## src/src_pkg.sv

```systemverilog
// constants, register map and types of the software reset commander
// assumes a 32-bit ahb-lite slave port and a free-running slow clock level
package src_pkg;

  // register byte offsets
  localparam logic [7:0] SRC_ADDR_CMD   = 8'h00;
  localparam logic [7:0] SRC_ADDR_MODE  = 8'h04;
  localparam logic [7:0] SRC_ADDR_STAT  = 8'h08;
  localparam logic [7:0] SRC_ADDR_ISTAT = 8'h0C;
  localparam logic [7:0] SRC_ADDR_IMASK = 8'h10;

  // reset_command_reg bit positions
  localparam int SRC_CMD_CPU_BIT    = 0;
  localparam int SRC_CMD_PERIPH_BIT = 2;
  localparam int SRC_CMD_EXT_BIT    = 3;

  // reset_mode_reg: ext_reset_length field
  localparam int              SRC_LEN_LSB   = 8;
  localparam int              SRC_LEN_W     = 4;
  localparam logic [3:0]      SRC_LEN_RST   = 4'h0;

  // reset_status_reg fields
  localparam int              SRC_BUSY_BIT  = 16;
  localparam int              SRC_CAUSE_LSB = 8;
  localparam int              SRC_CAUSE_W   = 3;
  localparam logic [2:0]      SRC_CAUSE_RST  = 3'h0;
  localparam logic [2:0]      SRC_CAUSE_SW   = 3'h3;
  localparam logic [2:0]      SRC_CAUSE_USER = 3'h4;

  // interrupt status and mask layout
  localparam int              SRC_IRQ_W        = 2;
  localparam int              SRC_IRQ_DONE_BIT = 0;
  localparam int              SRC_IRQ_USER_BIT = 1;
  localparam logic [1:0]      SRC_IRQ_RST      = 2'h0;

  // software reset length in slow clock cycles
  localparam logic [1:0]      SRC_SW_SLOW_CYCLES = 2'h3;

  // external pin low-time counter width
  localparam int              SRC_EXT_CNT_W = 20;

  typedef enum logic [1:0] {
    SRC_SEQ_IDLE = 2'b01,
    SRC_SEQ_RUN  = 2'b10
  } src_seq_t;

endpackage

```

## src/src_slow_tick.sv

```systemverilog
// rising-edge detector for the slow clock level
// assumes slow_clock is already synchronous to hclk
`timescale 1ns/100ps
module src_slow_tick
  import src_pkg::*;
(
  // clock and reset
  input  wire logic hclk,
  input  wire logic hresetn,
  // slow clock level and its edge
  input  wire logic slow_clock,
  output logic      slow_tick
);

  logic prev_reg;
  logic prev_next;

  always_comb begin
    prev_next = slow_clock;
  end

  always_ff @(posedge hclk or negedge hresetn) begin
    if (!hresetn) begin
      prev_reg <= 1'b0;
    end else begin
      prev_reg <= prev_next;
    end
  end

  assign slow_tick = slow_clock & ~prev_reg;

endmodule

```

## src/src_ext_pulse.sv

```systemverilog
// low-time timer for the external reset pin, counted in slow clock ticks
// assumes one-cycle start and tick pulses in the hclk domain
`timescale 1ns/100ps
module src_ext_pulse
  import src_pkg::*;
#(
  parameter int unsigned EXT_SHIFT = 0
)
(
  // clock and reset
  input  wire logic                 hclk,
  input  wire logic                 hresetn,
  // control
  input  wire logic                 start,
  input  wire logic [SRC_LEN_W-1:0] length,
  input  wire logic                 slow_tick,
  // pin drive request
  output logic                      drive_active
);

  logic [SRC_EXT_CNT_W-1:0] cnt_reg;
  logic [SRC_EXT_CNT_W-1:0] cnt_next;
  logic                     act_reg;
  logic                     act_next;
  logic [SRC_EXT_CNT_W-1:0] load;

  always_comb begin
    // low time is (length + 1) << EXT_SHIFT slow cycles
    load     = (SRC_EXT_CNT_W'(length) + 1'b1) << EXT_SHIFT;
    cnt_next = cnt_reg;
    act_next = act_reg;
    if (start) begin
      cnt_next = load;
      act_next = 1'b1;
    end else if (act_reg && slow_tick) begin
      if (cnt_reg <= SRC_EXT_CNT_W'(1)) begin
        cnt_next = '0;
        act_next = 1'b0;
      end else begin
        cnt_next = cnt_reg - 1'b1;
      end
    end
  end

  always_ff @(posedge hclk or negedge hresetn) begin
    if (!hresetn) begin
      cnt_reg <= '0;
      act_reg <= 1'b0;
    end else begin
      cnt_reg <= cnt_next;
      act_reg <= act_next;
    end
  end

  assign drive_active = act_reg;

endmodule

```

## src/src_commander.sv

```systemverilog
// software reset commander with ahb-lite register access
// assumes a single ahb-lite master, hclk as master clock and slow_clock
// as a level sampled on hclk; the external reset pin is open drain
//
// Overview of operation
// - cpu command bit resets processor core and watchdog during the software reset.
// - peripheral command bit resets all peripherals, memory system and remap setting.
// - external command bit pulls the reset pin low for the programmed length.
// - any nonzero combination of the three command bits starts a software reset.
// - a software reset ends on the third slow clock edge after acceptance; its first slow cycle may be partial.
// - selected reset outputs assert as soon as the command write is seen.
// - internal reset outputs release when the software reset ends, on a slow clock edge.
// - the pin's falling edge caused by the external command is no user reset.
// - reset cause records software only when the cpu bit was commanded.
// - in-progress flag sets on command detection, clears when the reset ends.
// - command writes are ignored and no reset starts while in progress.
//
// The placing of the registers and the AHB-Lite slave port were left to the implementer.
`timescale 1ns/100ps
module src_commander
  import src_pkg::*;
#(
  parameter int unsigned EXT_SHIFT = 0
)
(
  // clock and reset
  input  wire logic        hclk,
  input  wire logic        hresetn,
  // ahb-lite slave
  input  wire logic        hsel,
  input  wire logic [31:0] haddr,
  input  wire logic [1:0]  htrans,
  input  wire logic        hwrite,
  input  wire logic [2:0]  hsize,
  input  wire logic [31:0] hwdata,
  input  wire logic        hready,
  output logic             hreadyout,
  output logic             hresp,
  output logic [31:0]      hrdata,
  // slow clock level
  input  wire logic        slow_clock,
  // internal reset outputs, active high
  output logic             cpu_wdt_reset,
  output logic             periph_reset,
  // open-drain external reset pin
  input  wire logic        ext_rst_pin_in,
  output logic             ext_rst_pin_out,
  output logic             ext_rst_pin_oe,
  // status and interrupt
  output logic             sw_reset_in_progress,
  output logic             user_reset_event,
  output logic             irq
);

  // ahb address phase capture
  logic                   ap_valid_reg;
  logic                   ap_valid_next;
  logic                   ap_write_reg;
  logic                   ap_write_next;
  logic [7:0]             ap_addr_reg;
  logic [7:0]             ap_addr_next;
  logic [31:0]            rdata_reg;
  logic [31:0]            rdata_next;

  // software registers
  logic [SRC_LEN_W-1:0]   len_reg;
  logic [SRC_LEN_W-1:0]   len_next;
  logic [SRC_CAUSE_W-1:0] cause_reg;
  logic [SRC_CAUSE_W-1:0] cause_next;
  logic [SRC_IRQ_W-1:0]   istat_reg;
  logic [SRC_IRQ_W-1:0]   istat_next;
  logic [SRC_IRQ_W-1:0]   imask_reg;
  logic [SRC_IRQ_W-1:0]   imask_next;

  // sequencer
  src_seq_t               seq_reg;
  src_seq_t               seq_next;
  logic [1:0]             slow_cnt_reg;
  logic [1:0]             slow_cnt_next;
  logic                   busy_reg;
  logic                   busy_next;
  logic                   cpu_rst_reg;
  logic                   cpu_rst_next;
  logic                   per_rst_reg;
  logic                   per_rst_next;

  // user reset detector
  logic                   pin_prev_reg;
  logic                   pin_prev_next;
  logic                   guard_reg;
  logic                   guard_next;

  // decoded strobes and events
  logic                   addr_phase;
  logic                   wr_phase;
  logic                   cmd_wr;
  logic                   cmd_any;
  logic                   accept;
  logic                   ext_start;
  logic                   done_evt;
  logic                   user_evt;
  logic                   slow_tick;
  logic                   ext_drive;
  logic                   mode_wr;
  logic                   imask_wr;
  logic                   istat_wr;
  logic                   cpu_cmd;
  logic                   per_cmd;
  logic                   ext_cmd;
  logic [7:0]             rd_addr;
  logic [31:0]            stat_word;

  src_slow_tick u_tick (
    .hclk       (hclk),
    .hresetn    (hresetn),
    .slow_clock (slow_clock),
    .slow_tick  (slow_tick)
  );

  // pin low time runs in slow ticks from the length field
  src_ext_pulse #(
    .EXT_SHIFT (EXT_SHIFT)
  ) u_ext (
    .hclk         (hclk),
    .hresetn      (hresetn),
    .start        (ext_start),
    .length       (len_reg),
    .slow_tick    (slow_tick),
    .drive_active (ext_drive)
  );

  // bus front end: zero wait states, only word transfers are expected
  always_comb begin
    addr_phase    = hsel && hready && htrans[1];
    ap_valid_next = addr_phase;
    ap_write_next = addr_phase ? hwrite : ap_write_reg;
    ap_addr_next  = addr_phase ? {haddr[7:2], 2'b00} : ap_addr_reg;
  end

  always_ff @(posedge hclk or negedge hresetn) begin
    if (!hresetn) begin
      ap_valid_reg <= 1'b0;
      ap_write_reg <= 1'b0;
      ap_addr_reg  <= 8'h00;
    end else begin
      ap_valid_reg <= ap_valid_next;
      ap_write_reg <= ap_write_next;
      ap_addr_reg  <= ap_addr_next;
    end
  end

  // command decode in the write data phase
  always_comb begin
    wr_phase  = ap_valid_reg && ap_write_reg;
    cmd_wr    = wr_phase && (ap_addr_reg == SRC_ADDR_CMD);
    mode_wr   = wr_phase && (ap_addr_reg == SRC_ADDR_MODE);
    imask_wr  = wr_phase && (ap_addr_reg == SRC_ADDR_IMASK);
    istat_wr  = wr_phase && (ap_addr_reg == SRC_ADDR_ISTAT);
    cpu_cmd   = hwdata[SRC_CMD_CPU_BIT];
    per_cmd   = hwdata[SRC_CMD_PERIPH_BIT];
    ext_cmd   = hwdata[SRC_CMD_EXT_BIT];
    cmd_any   = cpu_cmd | per_cmd | ext_cmd;
    // a command write while busy is dropped whole: no pin, no cause change
    accept    = cmd_wr && cmd_any && !busy_reg;
    ext_start = accept && ext_cmd;
  end

  // software reset sequencer
  always_comb begin
    seq_next      = seq_reg;
    slow_cnt_next = slow_cnt_reg;
    busy_next     = busy_reg;
    cpu_rst_next  = cpu_rst_reg;
    per_rst_next  = per_rst_reg;
    done_evt      = 1'b0;
    case (seq_reg)
      SRC_SEQ_IDLE: begin
        if (accept) begin
          seq_next      = SRC_SEQ_RUN;
          slow_cnt_next = 2'h0;
          busy_next     = 1'b1;
          cpu_rst_next  = cpu_cmd;
          per_rst_next  = per_cmd;
        end
      end
      // counting starts at acceptance, so the first slow cycle may be partial
      SRC_SEQ_RUN: begin
        if (slow_tick) begin
          if (slow_cnt_reg == SRC_SW_SLOW_CYCLES - 2'h1) begin
            seq_next      = SRC_SEQ_IDLE;
            slow_cnt_next = 2'h0;
            busy_next     = 1'b0;
            cpu_rst_next  = 1'b0;
            per_rst_next  = 1'b0;
            done_evt      = 1'b1;
          end else begin
            slow_cnt_next = slow_cnt_reg + 2'h1;
          end
        end
      end
      default: begin
        seq_next      = SRC_SEQ_IDLE;
        slow_cnt_next = 2'h0;
        busy_next     = 1'b0;
        cpu_rst_next  = 1'b0;
        per_rst_next  = 1'b0;
      end
    endcase
  end

  always_ff @(posedge hclk or negedge hresetn) begin
    if (!hresetn) begin
      seq_reg      <= SRC_SEQ_IDLE;
      slow_cnt_reg <= 2'h0;
      busy_reg     <= 1'b0;
      cpu_rst_reg  <= 1'b0;
      per_rst_reg  <= 1'b0;
    end else begin
      seq_reg      <= seq_next;
      slow_cnt_reg <= slow_cnt_next;
      busy_reg     <= busy_next;
      cpu_rst_reg  <= cpu_rst_next;
      per_rst_reg  <= per_rst_next;
    end
  end

  // user reset detector; the guard holds from our own drive until the
  // pin is seen high again, so a slow pull-up cannot fake a user reset
  always_comb begin
    pin_prev_next = ext_rst_pin_in;
    guard_next    = ext_drive | (guard_reg & ~ext_rst_pin_in);
    user_evt      = pin_prev_reg && !ext_rst_pin_in
                    && !guard_reg && !ext_drive;
  end

  always_ff @(posedge hclk or negedge hresetn) begin
    if (!hresetn) begin
      pin_prev_reg <= 1'b1;
      guard_reg    <= 1'b0;
    end else begin
      pin_prev_reg <= pin_prev_next;
      guard_reg    <= guard_next;
    end
  end

  // software-visible registers
  always_comb begin
    len_next   = len_reg;
    cause_next = cause_reg;
    imask_next = imask_reg;
    istat_next = istat_reg;
    if (mode_wr) begin
      len_next = hwdata[SRC_LEN_LSB +: SRC_LEN_W];
    end
    if (imask_wr) begin
      imask_next = hwdata[SRC_IRQ_W-1:0];
    end
    if (istat_wr) begin
      istat_next = istat_reg & ~hwdata[SRC_IRQ_W-1:0];
    end
    // a new event wins over a clear in the same cycle
    if (done_evt) begin
      istat_next[SRC_IRQ_DONE_BIT] = 1'b1;
    end
    if (user_evt) begin
      istat_next[SRC_IRQ_USER_BIT] = 1'b1;
    end
    // a processor reset outranks a user reset seen in the same cycle
    if (accept && cpu_cmd) begin
      cause_next = SRC_CAUSE_SW;
    end else if (user_evt) begin
      cause_next = SRC_CAUSE_USER;
    end
  end

  always_ff @(posedge hclk or negedge hresetn) begin
    if (!hresetn) begin
      len_reg   <= SRC_LEN_RST;
      cause_reg <= SRC_CAUSE_RST;
      imask_reg <= SRC_IRQ_RST;
      istat_reg <= SRC_IRQ_RST;
    end else begin
      len_reg   <= len_next;
      cause_reg <= cause_next;
      imask_reg <= imask_next;
      istat_reg <= istat_next;
    end
  end

  // status word as software sees it after this edge
  always_comb begin
    stat_word                               = 32'h0000_0000;
    stat_word[SRC_BUSY_BIT]                 = busy_next;
    stat_word[SRC_CAUSE_LSB +: SRC_CAUSE_W] = cause_next;
  end

  // read data is taken from next-state values so that a write in the
  // preceding data phase is already visible to a back-to-back read
  always_comb begin
    rd_addr    = {haddr[7:2], 2'b00};
    rdata_next = 32'h0000_0000;
    if (addr_phase && !hwrite) begin
      case (rd_addr)
        SRC_ADDR_MODE: begin
          rdata_next[SRC_LEN_LSB +: SRC_LEN_W] = len_next;
        end
        SRC_ADDR_STAT: begin
          rdata_next = stat_word;
        end
        SRC_ADDR_ISTAT: begin
          rdata_next[SRC_IRQ_W-1:0] = istat_next;
        end
        SRC_ADDR_IMASK: begin
          rdata_next[SRC_IRQ_W-1:0] = imask_next;
        end
        default: begin
          rdata_next = 32'h0000_0000;
        end
      endcase
    end
  end

  always_ff @(posedge hclk or negedge hresetn) begin
    if (!hresetn) begin
      rdata_reg <= 32'h0000_0000;
    end else begin
      rdata_reg <= rdata_next;
    end
  end

  // outputs
  assign hreadyout            = 1'b1;
  assign hresp                = 1'b0;
  assign hrdata               = rdata_reg;
  assign cpu_wdt_reset        = cpu_rst_reg;
  assign periph_reset         = per_rst_reg;
  // open drain: only ever pulled low, the pull-up gives the high level
  assign ext_rst_pin_out      = 1'b0;
  assign ext_rst_pin_oe       = ext_drive;
  assign sw_reset_in_progress = busy_reg;
  assign user_reset_event     = user_evt;
  assign irq                  = |(istat_reg & imask_reg);

endmodule

```

## config.mk

```make
export PLATFORM = sky130hd
export DESIGN_NAME = src_commander
export DESIGN_NICKNAME = d
export VERILOG_FILES = /design/src/src_pkg.sv /design/src/src_slow_tick.sv /design/src/src_ext_pulse.sv /design/src/src_commander.sv
export SDC_FILE = /design/constraint.sdc
export NUM_CORES = 1
export LEC_CHECK = 0
export BUFFER_PORTS_ARGS = -buffer_cell sky130_fd_sc_hd__buf_2
export CAP_MARGIN = 20
export CORE_MARGIN = 10
export CORE_UTILIZATION = 49
export CTS_CLUSTER_SIZE = 16
export DETAILED_ROUTE_END_ITERATION = 16
export PLACE_DENSITY = 0.88
export SKIP_CTS_REPAIR_TIMING = 1
export SYNTH_ARGS = -nofsm -noshare
export SYNTH_HDL_FRONTEND = slang
export SYNTH_SLANG_ARGS = --single-unit
export TNS_END_PERCENT = 1
```

## constraint.sdc

```tcl
create_clock -name hclk -period 2.3 [get_ports hclk]
set_clock_uncertainty 0.15 [all_clocks]
set_input_delay 0.345 -clock hclk [delete_from_list [all_inputs] [get_ports hclk]]
set_output_delay 0.345 -clock hclk [all_outputs]
set_load 0.03 [all_outputs]
```

== After elaboration in Yosys (flattened, before gate mapping) ==
Cells that the tools add are included.

* Register bits after elaboration: 82
* Input port bits: 76
* Logic and storage cells: 111

* Add/subtract/negate cells: 3
* Order comparisons: 1
* Equal/unequal tests: 13
* Muxes and demuxes: 38
* Bitwise operators: 10
* Reduce and logical (&&, ||, !) cells: 28

{| class="wikitable"
|+ Operators by type and width
! cell !! count
|-
| $mux W20 || 3
|-
| $le A20 B1 Y1 const B || 1
|-
| $sub A20 B1 Y20 const B || 1
|-
| $eq A6 B2 Y1 const B || 3
|-
| $mux W17 || 1
|-
| $logic_and A1 B1 Y1 || 16
|-
| $mux W2 || 8
|-
| $mux W1 || 15
|-
| $eq A6 B1 Y1 const B || 2
|-
| $eq A6 B3 Y1 const B || 2
|-
| $pmux W2 S2 || 3
|-
| $logic_not A8 Y1 || 1
|-
| $pmux W4 S2 || 1
|-
| $mux W3 || 2
|-
| $pmux W1 S2 || 3
|-
| $add A4 B1 Y5 const B || 1
|-
| $logic_not A1 Y1 || 5
|-
| $mux W5 || 1
|-
| $and A2 B2 Y2 || 2
|-
| $eq A2 B2 Y1 const B || 2
|-
| $mux W4 || 1
|-
| $ne A2 B2 Y1 const B || 2
|-
| $reduce_and A2 Y1 || 2
|-
| $reduce_bool A2 Y1 || 2
|-
| other kinds (9) || 13
|}

== Depth between registers and ports, before layout ==
Gate-level depths: netlist of the first run.

* Depth in word-level cells: 8
* Depth in mapped cells: 7
* Depth with buffers taken out: 6

== Modules after synthesis ==
From an unflattened synthesis of the first run, not the netlist that was laid out.

* Cells, all modules: 303
* Area total of the unflattened synthesis: 3,138.0 um^2

{| class="wikitable"
|+ By module, submodules not included
! module !! instances !! cells an instance !! area an instance (um^2) !! sequential area each (um^2)
|-
| src_commander || 1 || 164 || 1,765.4 || 878.3
|-
| src_ext_pulse || 1 || 137 || 1,333.8 || 525.5
|-
| src_slow_tick || 1 || 2 || 38.8 || 25.0
|}

== Worst setup path before layout of the first run ==
Ideal clock, no wire load.

* Path type: reg2reg
* Start point: reg ap_addr_reg[3]
* End point: reg u_ext.cnt_reg[10]
* Library setup time: 0.148 ns
* Arrival time: 1.768 ns
* Required time: 2.002 ns
* Path slack: 0.234 ns
* Cell stages (with the launch flop): 7
* Clock period less this slack: 2.066 ns
* Cell sequence: dfrtp_1 nor4_4 a41oi_2 buf_2 clkbuf_1 o41ai_1 a21oi_1

* Longest elaborated chain between the ends: 6
* Elaborated cells between the ends (all ways): 7

{| class="wikitable"
|+ RTL lines
! what !! line !! text
|-
| from (decl) || src_commander.sv:60 || <nowiki>logic [7:0] ap_addr_reg;</nowiki>
|-
| from (signal assigned) || src_commander.sv:148 || <nowiki>ap_addr_reg <= ap_addr_next;</nowiki>
|-
| $logic_not A8 Y1 (*) || src_commander.sv:155 || <nowiki>cmd_wr = wr_phase && (ap_addr_reg == SRC_ADDR_CMD);</nowiki>
|-
| $logic_and A1 B1 Y1 (*) || src_commander.sv:155 ||
|-
| $logic_and A1 B1 Y1 (*) (2 in a row) || src_commander.sv:164 || <nowiki>accept = cmd_wr && cmd_any && !busy_reg;</nowiki>
|-
| $logic_and A1 B1 Y1 (*) || src_commander.sv:165 || <nowiki>ext_start = accept && ext_cmd;</nowiki>
|-
| $mux W20 / $reduce_bool A2 Y1 (equally long branches) || n/a ||
|-
| to (signal assigned) || src_ext_pulse.sv:50 || <nowiki>cnt_reg <= cnt_next;</nowiki>
|-
| to (decl) || src_ext_pulse.sv:21 || <nowiki>logic [SRC_EXT_CNT_W-1:0] cnt_reg;</nowiki>
|}

Mark *: on every way between the ends. The rest lies on a longest branch, timed or not.
A chain may end at the register's enable or synchronous reset.

== Worst setup path in the final report of the first run ==
* Start point: reg ap_addr_reg[5]
* End point: reg u_ext.cnt_reg[12]

The elaborated chain is that of the path after synthesis.

==> results of run 1 <==
-- worst max-delay path, delay by kind of cell (launching register included) --
family | cells | cell delay, ps
buffers and inverters | 2 | 410
flip-flops | 1 | 400
AO/OA/AOI/OAI | 2 | 300
AND/OR/NAND/NOR | 2 | 850
-- per-stage QoR --
stage,TNS [ps],setup slack (ps),instances,area [um2]
floorplan,0,234,346,3290
global placement,0,143,432,3400
detailed placement,0,65.3,432,3400
CTS,-64.5,-64.5,448,3600
global route,0,12.2,452,3650
finish,0,95.5,452,3650
-- logic make-up after synthesis --
family	after synthesis
other	2
adder cells (fa/ha/maj)	5
multiplexers	16
XOR/XNOR	2
AND/OR/NAND/NOR	107
flip-flops	57
buffers and inverters	58
AO/OA/AOI/OAI	73
-- cells in the final DEF (no fill, tap or decap), types with 11 or more instances in the layout --
master / Yosys / routed
a21oi_1: 18 / 17
buf_2: 3 / 33
buf_4: 28 / 17
clkbuf_8: 0 / 11
conb_1: 2 / 28
dfrtp_1: 55 / 55
inv_1: 20 / 19
nand2_1: 13 / 13
nand3_1: 13 / 13
nor2_1: 13 / 13
-- final timing paths --
kind                            cells past startpoint                 to
worst max-delay path                                6  u_ext.cnt_reg[12]
worst min-delay path                                2  u_ext.cnt_reg[11]
worst max register to register                      6  u_ext.cnt_reg[12]
worst min register to register                      2       cause_reg[1]
max in group asynchronous                           2         hrdata[11]
min in group hclk                                   1    u_tick.prev_reg
-- metal layers --
| metal | up-vias | part of all wire | wire [um] |
|---|---|---|---|
| met1 | 1293 | 0.39 | 2930 |
| li1 | 1245 | - | - |
| met3 | 15 | 0.060 | 457 |
| met2 | 88 | 0.53 | 4040 |
| met5 | - | 0 | 0 |
| met4 | 0 | 0.019 | 145 |
-- final cells by class --
type / count / area share
repair buffers: 51 / 0.0828
clock buffers: 13 / 0.0435
inverters: 20 / 0.0205
flip-flops and latches: 57 / 0.391
clock inverters: 3 / 0.0110
well taps: 77 / 0.0264
multi-input cells: 231 / 0.425
-- power by group --
group          total [mW]  switching (mW)  internal (mW)  leakage, nW
Combinational       0.868           0.541          0.327        0.870
Clock               0.945           0.389          0.556        0.103
Sequential           1.29           0.142           1.15        0.712
==> parameters.txt, run 1 <==
Parameter                              Value

Worst setup path
  Worst-path maximum fanout ... 21
  Cell with the largest stage delay on the worst path ... or4_1
  Path type of the worst setup path ... reg -> reg
  Ordered cell list for the critical path ... nor4bb_2, buf_4, a41oi_2, buf_4, or4_1, a21oi_2
  Arrival time reported for the critical path endpoint ... between 2000 and 2500 ps
  Worst R2R Start ... ap_addr_reg[5]
  Most frequent cell on the critical path ... buf_4
  Element type at the critical path start ... flip-flop
  Delay of the slowest cell on the worst path ... between 500 and 600 ps
  Critical Path Sink Type ... flip-flop
  Critical path startpoint ... ap_addr_reg[5]
  Data required time of the critical path ... roughly 2400 ps
  Setup slack of the most critical reg-to-reg path ... roughly 96 ps

CTS
  CTS tree ... yes
  Clock tree root buffer cell ... clkbuf_8
  Clock buffers created by TritonCTS ... 9
  Number of clock sinks ... 57
  Max Buffers Root-to-Sink ... 2
  Clock-pin slew on the worst setup and hold paths ... approximately 70 ps
  CTS HTree Levels ... 3
  Clock latency reported for the late side of the worst-skew pair ... between 300 and 400 ps

Routing
  First-pass iteration count of the detailed router ... 4
  Post-DR vias/cell ... 5.84
  Final wirelength ... approximately 7.6 mm
  Remaining antenna violation count ... 0
  Wire length per cell ... 16.8 um
  Violation count after the first detailed-routing iteration ... approximately 120
  Total number of vias ... roughly 2600
  DRC violation count after routing ... 0

Synth
  Most area-consuming cells after synthesis ... dfrtp_1 (43%), buf_4 (6.6%), mux2_2 (3.5%), a21oi_1 (2.8%), inv_1 (2.4%)
  Synth Area in XOR/XNOR ... 0.00549
  Post-synthesis sequential area ratio ... 0.448
  Most frequent cell after synthesis ... dfrtp_1
  Number of synthesized flops with an enable pin ... 0
  Fraction of registers with async set/reset ... 1.00
  Share of the synthesized area in compound gates (AO/OA/AOI/OAI) ... 0.163
  Combinational family with the most area after synthesis ... simple AND/OR/NAND/NOR gates
  Most used DFF post-synth ... dfrtp_1
  Simple-gate share of the synthesized area ... 0.205
  Synth Warn # ... 0
  Cells after Synth ... between 300 and 400
  Multiplexer share of the synthesized area ... 0.0541
  Flip-flop and latch count after synthesis ... 57
  Cell taking the most area after synthesis ... dfrtp_1
  Synth top area share ... 0.431
  Adder-cell area share of the yosys netlist ... 0.0196
  Unique masters post-synth ... 60
  Top cell types by occurrence after synthesis ... dfrtp_1 (55), buf_4 (28), inv_1 (20)
  Area of the mapped netlist ... between 3000 and 4000 um2
  Avg Cell Area, Syn ... 9.97 um2

GRT
  Initial antenna violation count ... 0
  Overall fraction of global-route tracks in use ... 0.153
  Largest net degree at the start of global routing ... between 50 and 60
  Met2 global-route usage ... 0.260
  Global-route track usage on met3 ... 0.0453
  Global-route wire length before repair ... between 10 and 15 mm
  Most Crowded Layer GR ... met2
  Number of global-route vias before repair ... between 2000 and 3000
  Routing usage on met1 ... 0.168
  Aggregate global routing overflow ... 0

STA
  Timing-limited maximum frequency ... ~450 MHz
  Tcrit/Tclk final ... 0.958
  Setup Viol. Count Final ... 0
  Setup repair after global routing missed its margin ... false
  Hold Violations, Final ... 5
  Number of max-slew violations in the final report ... 0
  Least-Margin Pin Slew ... 718 ps
  Hold_ws ... -16.0 ps
  Worst slew margin relative to its limit ... 0.522
  Post-layout min period ... 2200 ps

Layout
  Multi-input gate area in the final layout ... ~1600 um2
  Post-layout nets ... around 450
  Synth-to-layout area growth ... 14.5%
  Flip-flop count of the largest register, all copies and words added ... 20
  Sequential Area ... 1430 um2
  Fraction of layout cells with a size suffix above 1 ... 0.245
  Fillers ... between 500 and 600
  Diodes inserted ... 0
  Final core utilization ... 0.576

Pwr
  Overall power after layout ... between 3 and 4 mW
  Total leakage power ... ~1.7 nW
  Total power divided by cell area ... 850 nW/um2
  Max IR drop VDD ... approximately 560 uV

Floorplanning
  Die H ... between 100 and 150 um
  Horizontal die dimension ... ~100 um
  Core region area ... approximately 6300 um2
  DIE AREA ... 10100 um2
  Number of top-level design ports ... 117
  Row cnt ... 29
  Effective utilization at floorplan ... 0.502

Placement
  Port Buffers ... 34
  Global placement routability congestion ... 0.805
  Hpwl dp ... 5.38 mm

Outcome
  Result of the run ... finished, violations left
  Violated checks ... negative hold slack

Min path
  Hold Path Class ... in -> async

Run
  Max-cap violations ... 0
Note: power is estimated with default switching activity, not from simulation.
==> inputs of run 2 (changes only) <==
--- a/config.mk
+++ b/config.mk
@@ -8,10 +8,12 @@
 export BUFFER_PORTS_ARGS = -buffer_cell sky130_fd_sc_hd__buf_2
 export CAP_MARGIN = 20
 export CORE_MARGIN = 10
-export CORE_UTILIZATION = 49
+export CORE_UTILIZATION = 50
+export CTS_CLUSTER_DIAMETER = 50
 export CTS_CLUSTER_SIZE = 16
 export DETAILED_ROUTE_END_ITERATION = 16
-export PLACE_DENSITY = 0.88
+export PLACE_DENSITY = 0.9
+export RECOVER_POWER = 50
 export SKIP_CTS_REPAIR_TIMING = 1
 export SYNTH_ARGS = -nofsm -noshare
 export SYNTH_HDL_FRONTEND = slang
==> run 2 against run 1 <==
  * Clock-buffer cell count shrank 2
  * Largest power group unchanged
  * The flow now finishes without violations
  * Non-clock buffer count grew 3
  * Critical path type unchanged
  * Clock power shrank 1%
  * Design area grew 0.34%
  * Total power grew 0.19%
  * Worst hold slack gained 49 ps
  * Fmax grew 2.6%
  * Final cell count grew 0.66%
  * Worst setup slack gained 57 ps
  * Largest cell class unchanged
  * Utilization grew 0.86 points
==> parameters.txt, run 2 (same netlist as run 1, synthesis figures left out) <==
Parameter                              Value

Floorplanning
  Horizontal die dimension ... 99.9 um (-0.80%)
  Effective utilization at floorplan ... 0.508 (+0.00581)
  Number of top-level design ports ... 117 (unchanged)
  Core region area ... 6280 um2 (-1.1%)
  Die H ... 99.9 um (-0.80%)
  Row cnt ... 29 (unchanged)
  DIE AREA ... 9980 um2 (-1.6%)

Worst setup path
  Delay of the slowest cell on the worst path ... 530 ps (-20 ps)
  Most frequent cell on the critical path ... buf_4
  Cell with the largest stage delay on the worst path ... or4_1
  Worst R2R Start ... ap_addr_reg[5]
  Worst Path Buf+Inv ... 2 (unchanged)
  Arrival time reported for the critical path endpoint ... 2280 ps (-40 ps)
  Ordered cell list for the critical path ... nor4bb_2, buf_4, a41oi_2, buf_4, or4_1, a21oi_1
  Element type at the critical path start ... flip-flop
  Path type of the worst setup path ... reg -> reg
  Critical Path Sink Type ... flip-flop
  Critical path startpoint ... ap_addr_reg[5]
  Worst-path maximum fanout ... 21 (unchanged)
  Data required time of the critical path ... 2430 ps (+20 ps)
  Top Family by Delay on Critical Path ... simple AND/OR/NAND/NOR gates

CTS
  Max Buffers Root-to-Sink ... 2 (unchanged)
  Clock latency reported for the late side of the worst-skew pair ... 350 ps (about the same)
  Clock tree root buffer cell ... clkbuf_8
  CTS HTree Levels ... 3 (unchanged)
  CTS tree ... yes
  Clock buffers created by TritonCTS ... 9 (unchanged)
  Number of clock sinks ... 57 (unchanged)
  Clock-pin slew on the worst setup and hold paths ... 70 ps (about the same)

GRT
  Initial antenna violation count ... 0 (unchanged)
  Aggregate global routing overflow ... 0 (unchanged)
  Overall fraction of global-route tracks in use ... 0.155 (+0.00161)
  Global-route wire length before repair ... 12.7 mm (-0.27%)
  Number of global-route vias before repair ... 2636 (-2.0%)
  Largest net degree at the start of global routing ... 35 (-40%)

Routing
  Remaining antenna violation count ... 0 (unchanged)
  Violation count after the first detailed-routing iteration ... 124 (unchanged)
  Post-DR vias/cell ... 5.81 (-0.58%)
  Total number of vias ... 2643 (+0.076%)
  Final wirelength ... 7.65 mm (+1.0%)
  Wire length per cell ... 16.8 um (+0.35%)
  DRC violation count after routing ... 0 (unchanged)
  First-pass iteration count of the detailed router ... 4 (unchanged)

STA
  Least-Margin Pin Slew ... 1330 ps (+610 ps)
  Number of max-slew violations in the final report ... 0 (unchanged)
  Worst slew margin relative to its limit ... 0.115 (-0.407)
  Final sum of negative setup slack ... 0 ps (unchanged)
  Tcrit/Tclk final ... 0.934 (-0.0247)
  Hold Violations, Final ... 0 (-5)
  Hold_ws ... 32.7 ps (+48.6 ps)
  Setup repair after global routing missed its margin ... false
  Setup Viol. Count Final ... 0 (unchanged)
  Post-layout min period ... 2150 ps (-56.8 ps)
  Timing-limited maximum frequency ... 466 MHz (+2.6%)

Pwr
  Total leakage power ... 1.67 nW (-0.81%)
  Total power divided by cell area ... 849 nW/um2 (-0.16%)
  Max IR drop VDD ... 665 uV (+20%)

Layout
  Fillers ... 544 (+1.9%)
  Post-layout nets ... 454 (+0.67%)
  Diodes inserted ... 0 (unchanged)
  Flip-flop count of the largest register, all copies and words added ... 20 (unchanged)
  Post-route cell area ... 3670 um2 (+0.34%)
  Fraction of layout cells with a size suffix above 1 ... 0.233 (-0.0125)
  Commonest non-fill, non-tap cell in the layout ... dfrtp_1
  Synth-to-layout area growth ... 14.9%
  Commonest cells after routing, fill and taps aside ... dfrtp_1 (55), buf_2 (29), conb_1 (28)

Outcome
  Result of the run ... completed

Placement
  Hpwl dp ... 5.63 mm (+4.7%)
  Global placement routability congestion ... 0.858 (+6.6%)
  Port Buffers ... 34 (unchanged)
  Placed Area ... 3450 um2 (+1.5%)

Min path
  Hold Path Class ... in -> reg
  Start point of the worst hold path ... slow_clock

Run
  Max-cap violations ... 0 (unchanged)
-- run 2: power breakdown --
group          internal [mW]  total, mW  switching [mW]  leakage [nW]
logic                  0.353      0.885           0.532         0.865
clock network          0.525      0.934           0.409        0.0953
registers               1.15       1.29           0.141         0.712
total                   2.03       3.11            1.08          1.67
-- run 2: layout make-up --
class                           instances  area, um2  share of cell area
Clock buffer                           11        141              0.0386
Tap cell                               77       96.3              0.0263
Inverter                               20       75.1              0.0205
Multi-Input combinational cell        231       1540               0.421
Timing Repair Buffer                   54        328              0.0894
Sequential cell                        57       1430               0.390
Clock inverter                          5       55.1              0.0150
-- run 2: layer usage --
layer	GRT usage	vias up	routed length [um]
li1	-	1241	-
met1	0.166	1300	2970
met2	0.277	85	4080
met3	0.0508	17	442
met4	0.0540	0	161
met5	0	-	0
-- run 2: worst register-to-register path: cells and delay by family, from the launching register on --
family                 cells  cell delay [ps]
and+or+nand+nor            2              810
buffers and inverters      2              430
DFF                        1              400
AOI/OAI and AO/OA          2              290
-- run 2: final timing paths --
| kind | to | cells past startpoint | slack (ps) |
|---|---|---|---|
| setup / recovery | u_ext.cnt_reg[11] | 6 | 150 |
| hold / removal | u_tick.prev_reg | 1 | 30 |
| setup reg to reg | u_ext.cnt_reg[11] | 6 | 150 |
| hold reg to reg | cause_reg[0] | 2 | 340 |
| max in group asynchronous | pin_prev_reg | 3 | 440 |
| min in group asynchronous | u_ext.cnt_reg[6] | 2 | 680 |
-- run 2: through the flow --
stage / worst slack, ps / instances / utilization / total power, mW
3_5_place_dp: 152 / 437 / 0.550 / 2.17
5_1_grt: 11.0 / 455 / 0.584 / 3.28
6_report: 152 / 455 / 0.584 / 3.11
2_1_floorplan: 234 / 346 / - / 1.90
4_1_cts: -58.0 / 453 / 0.581 / 3.11
3_3_place_gp: 144 / 437 / 0.550 / 2.12
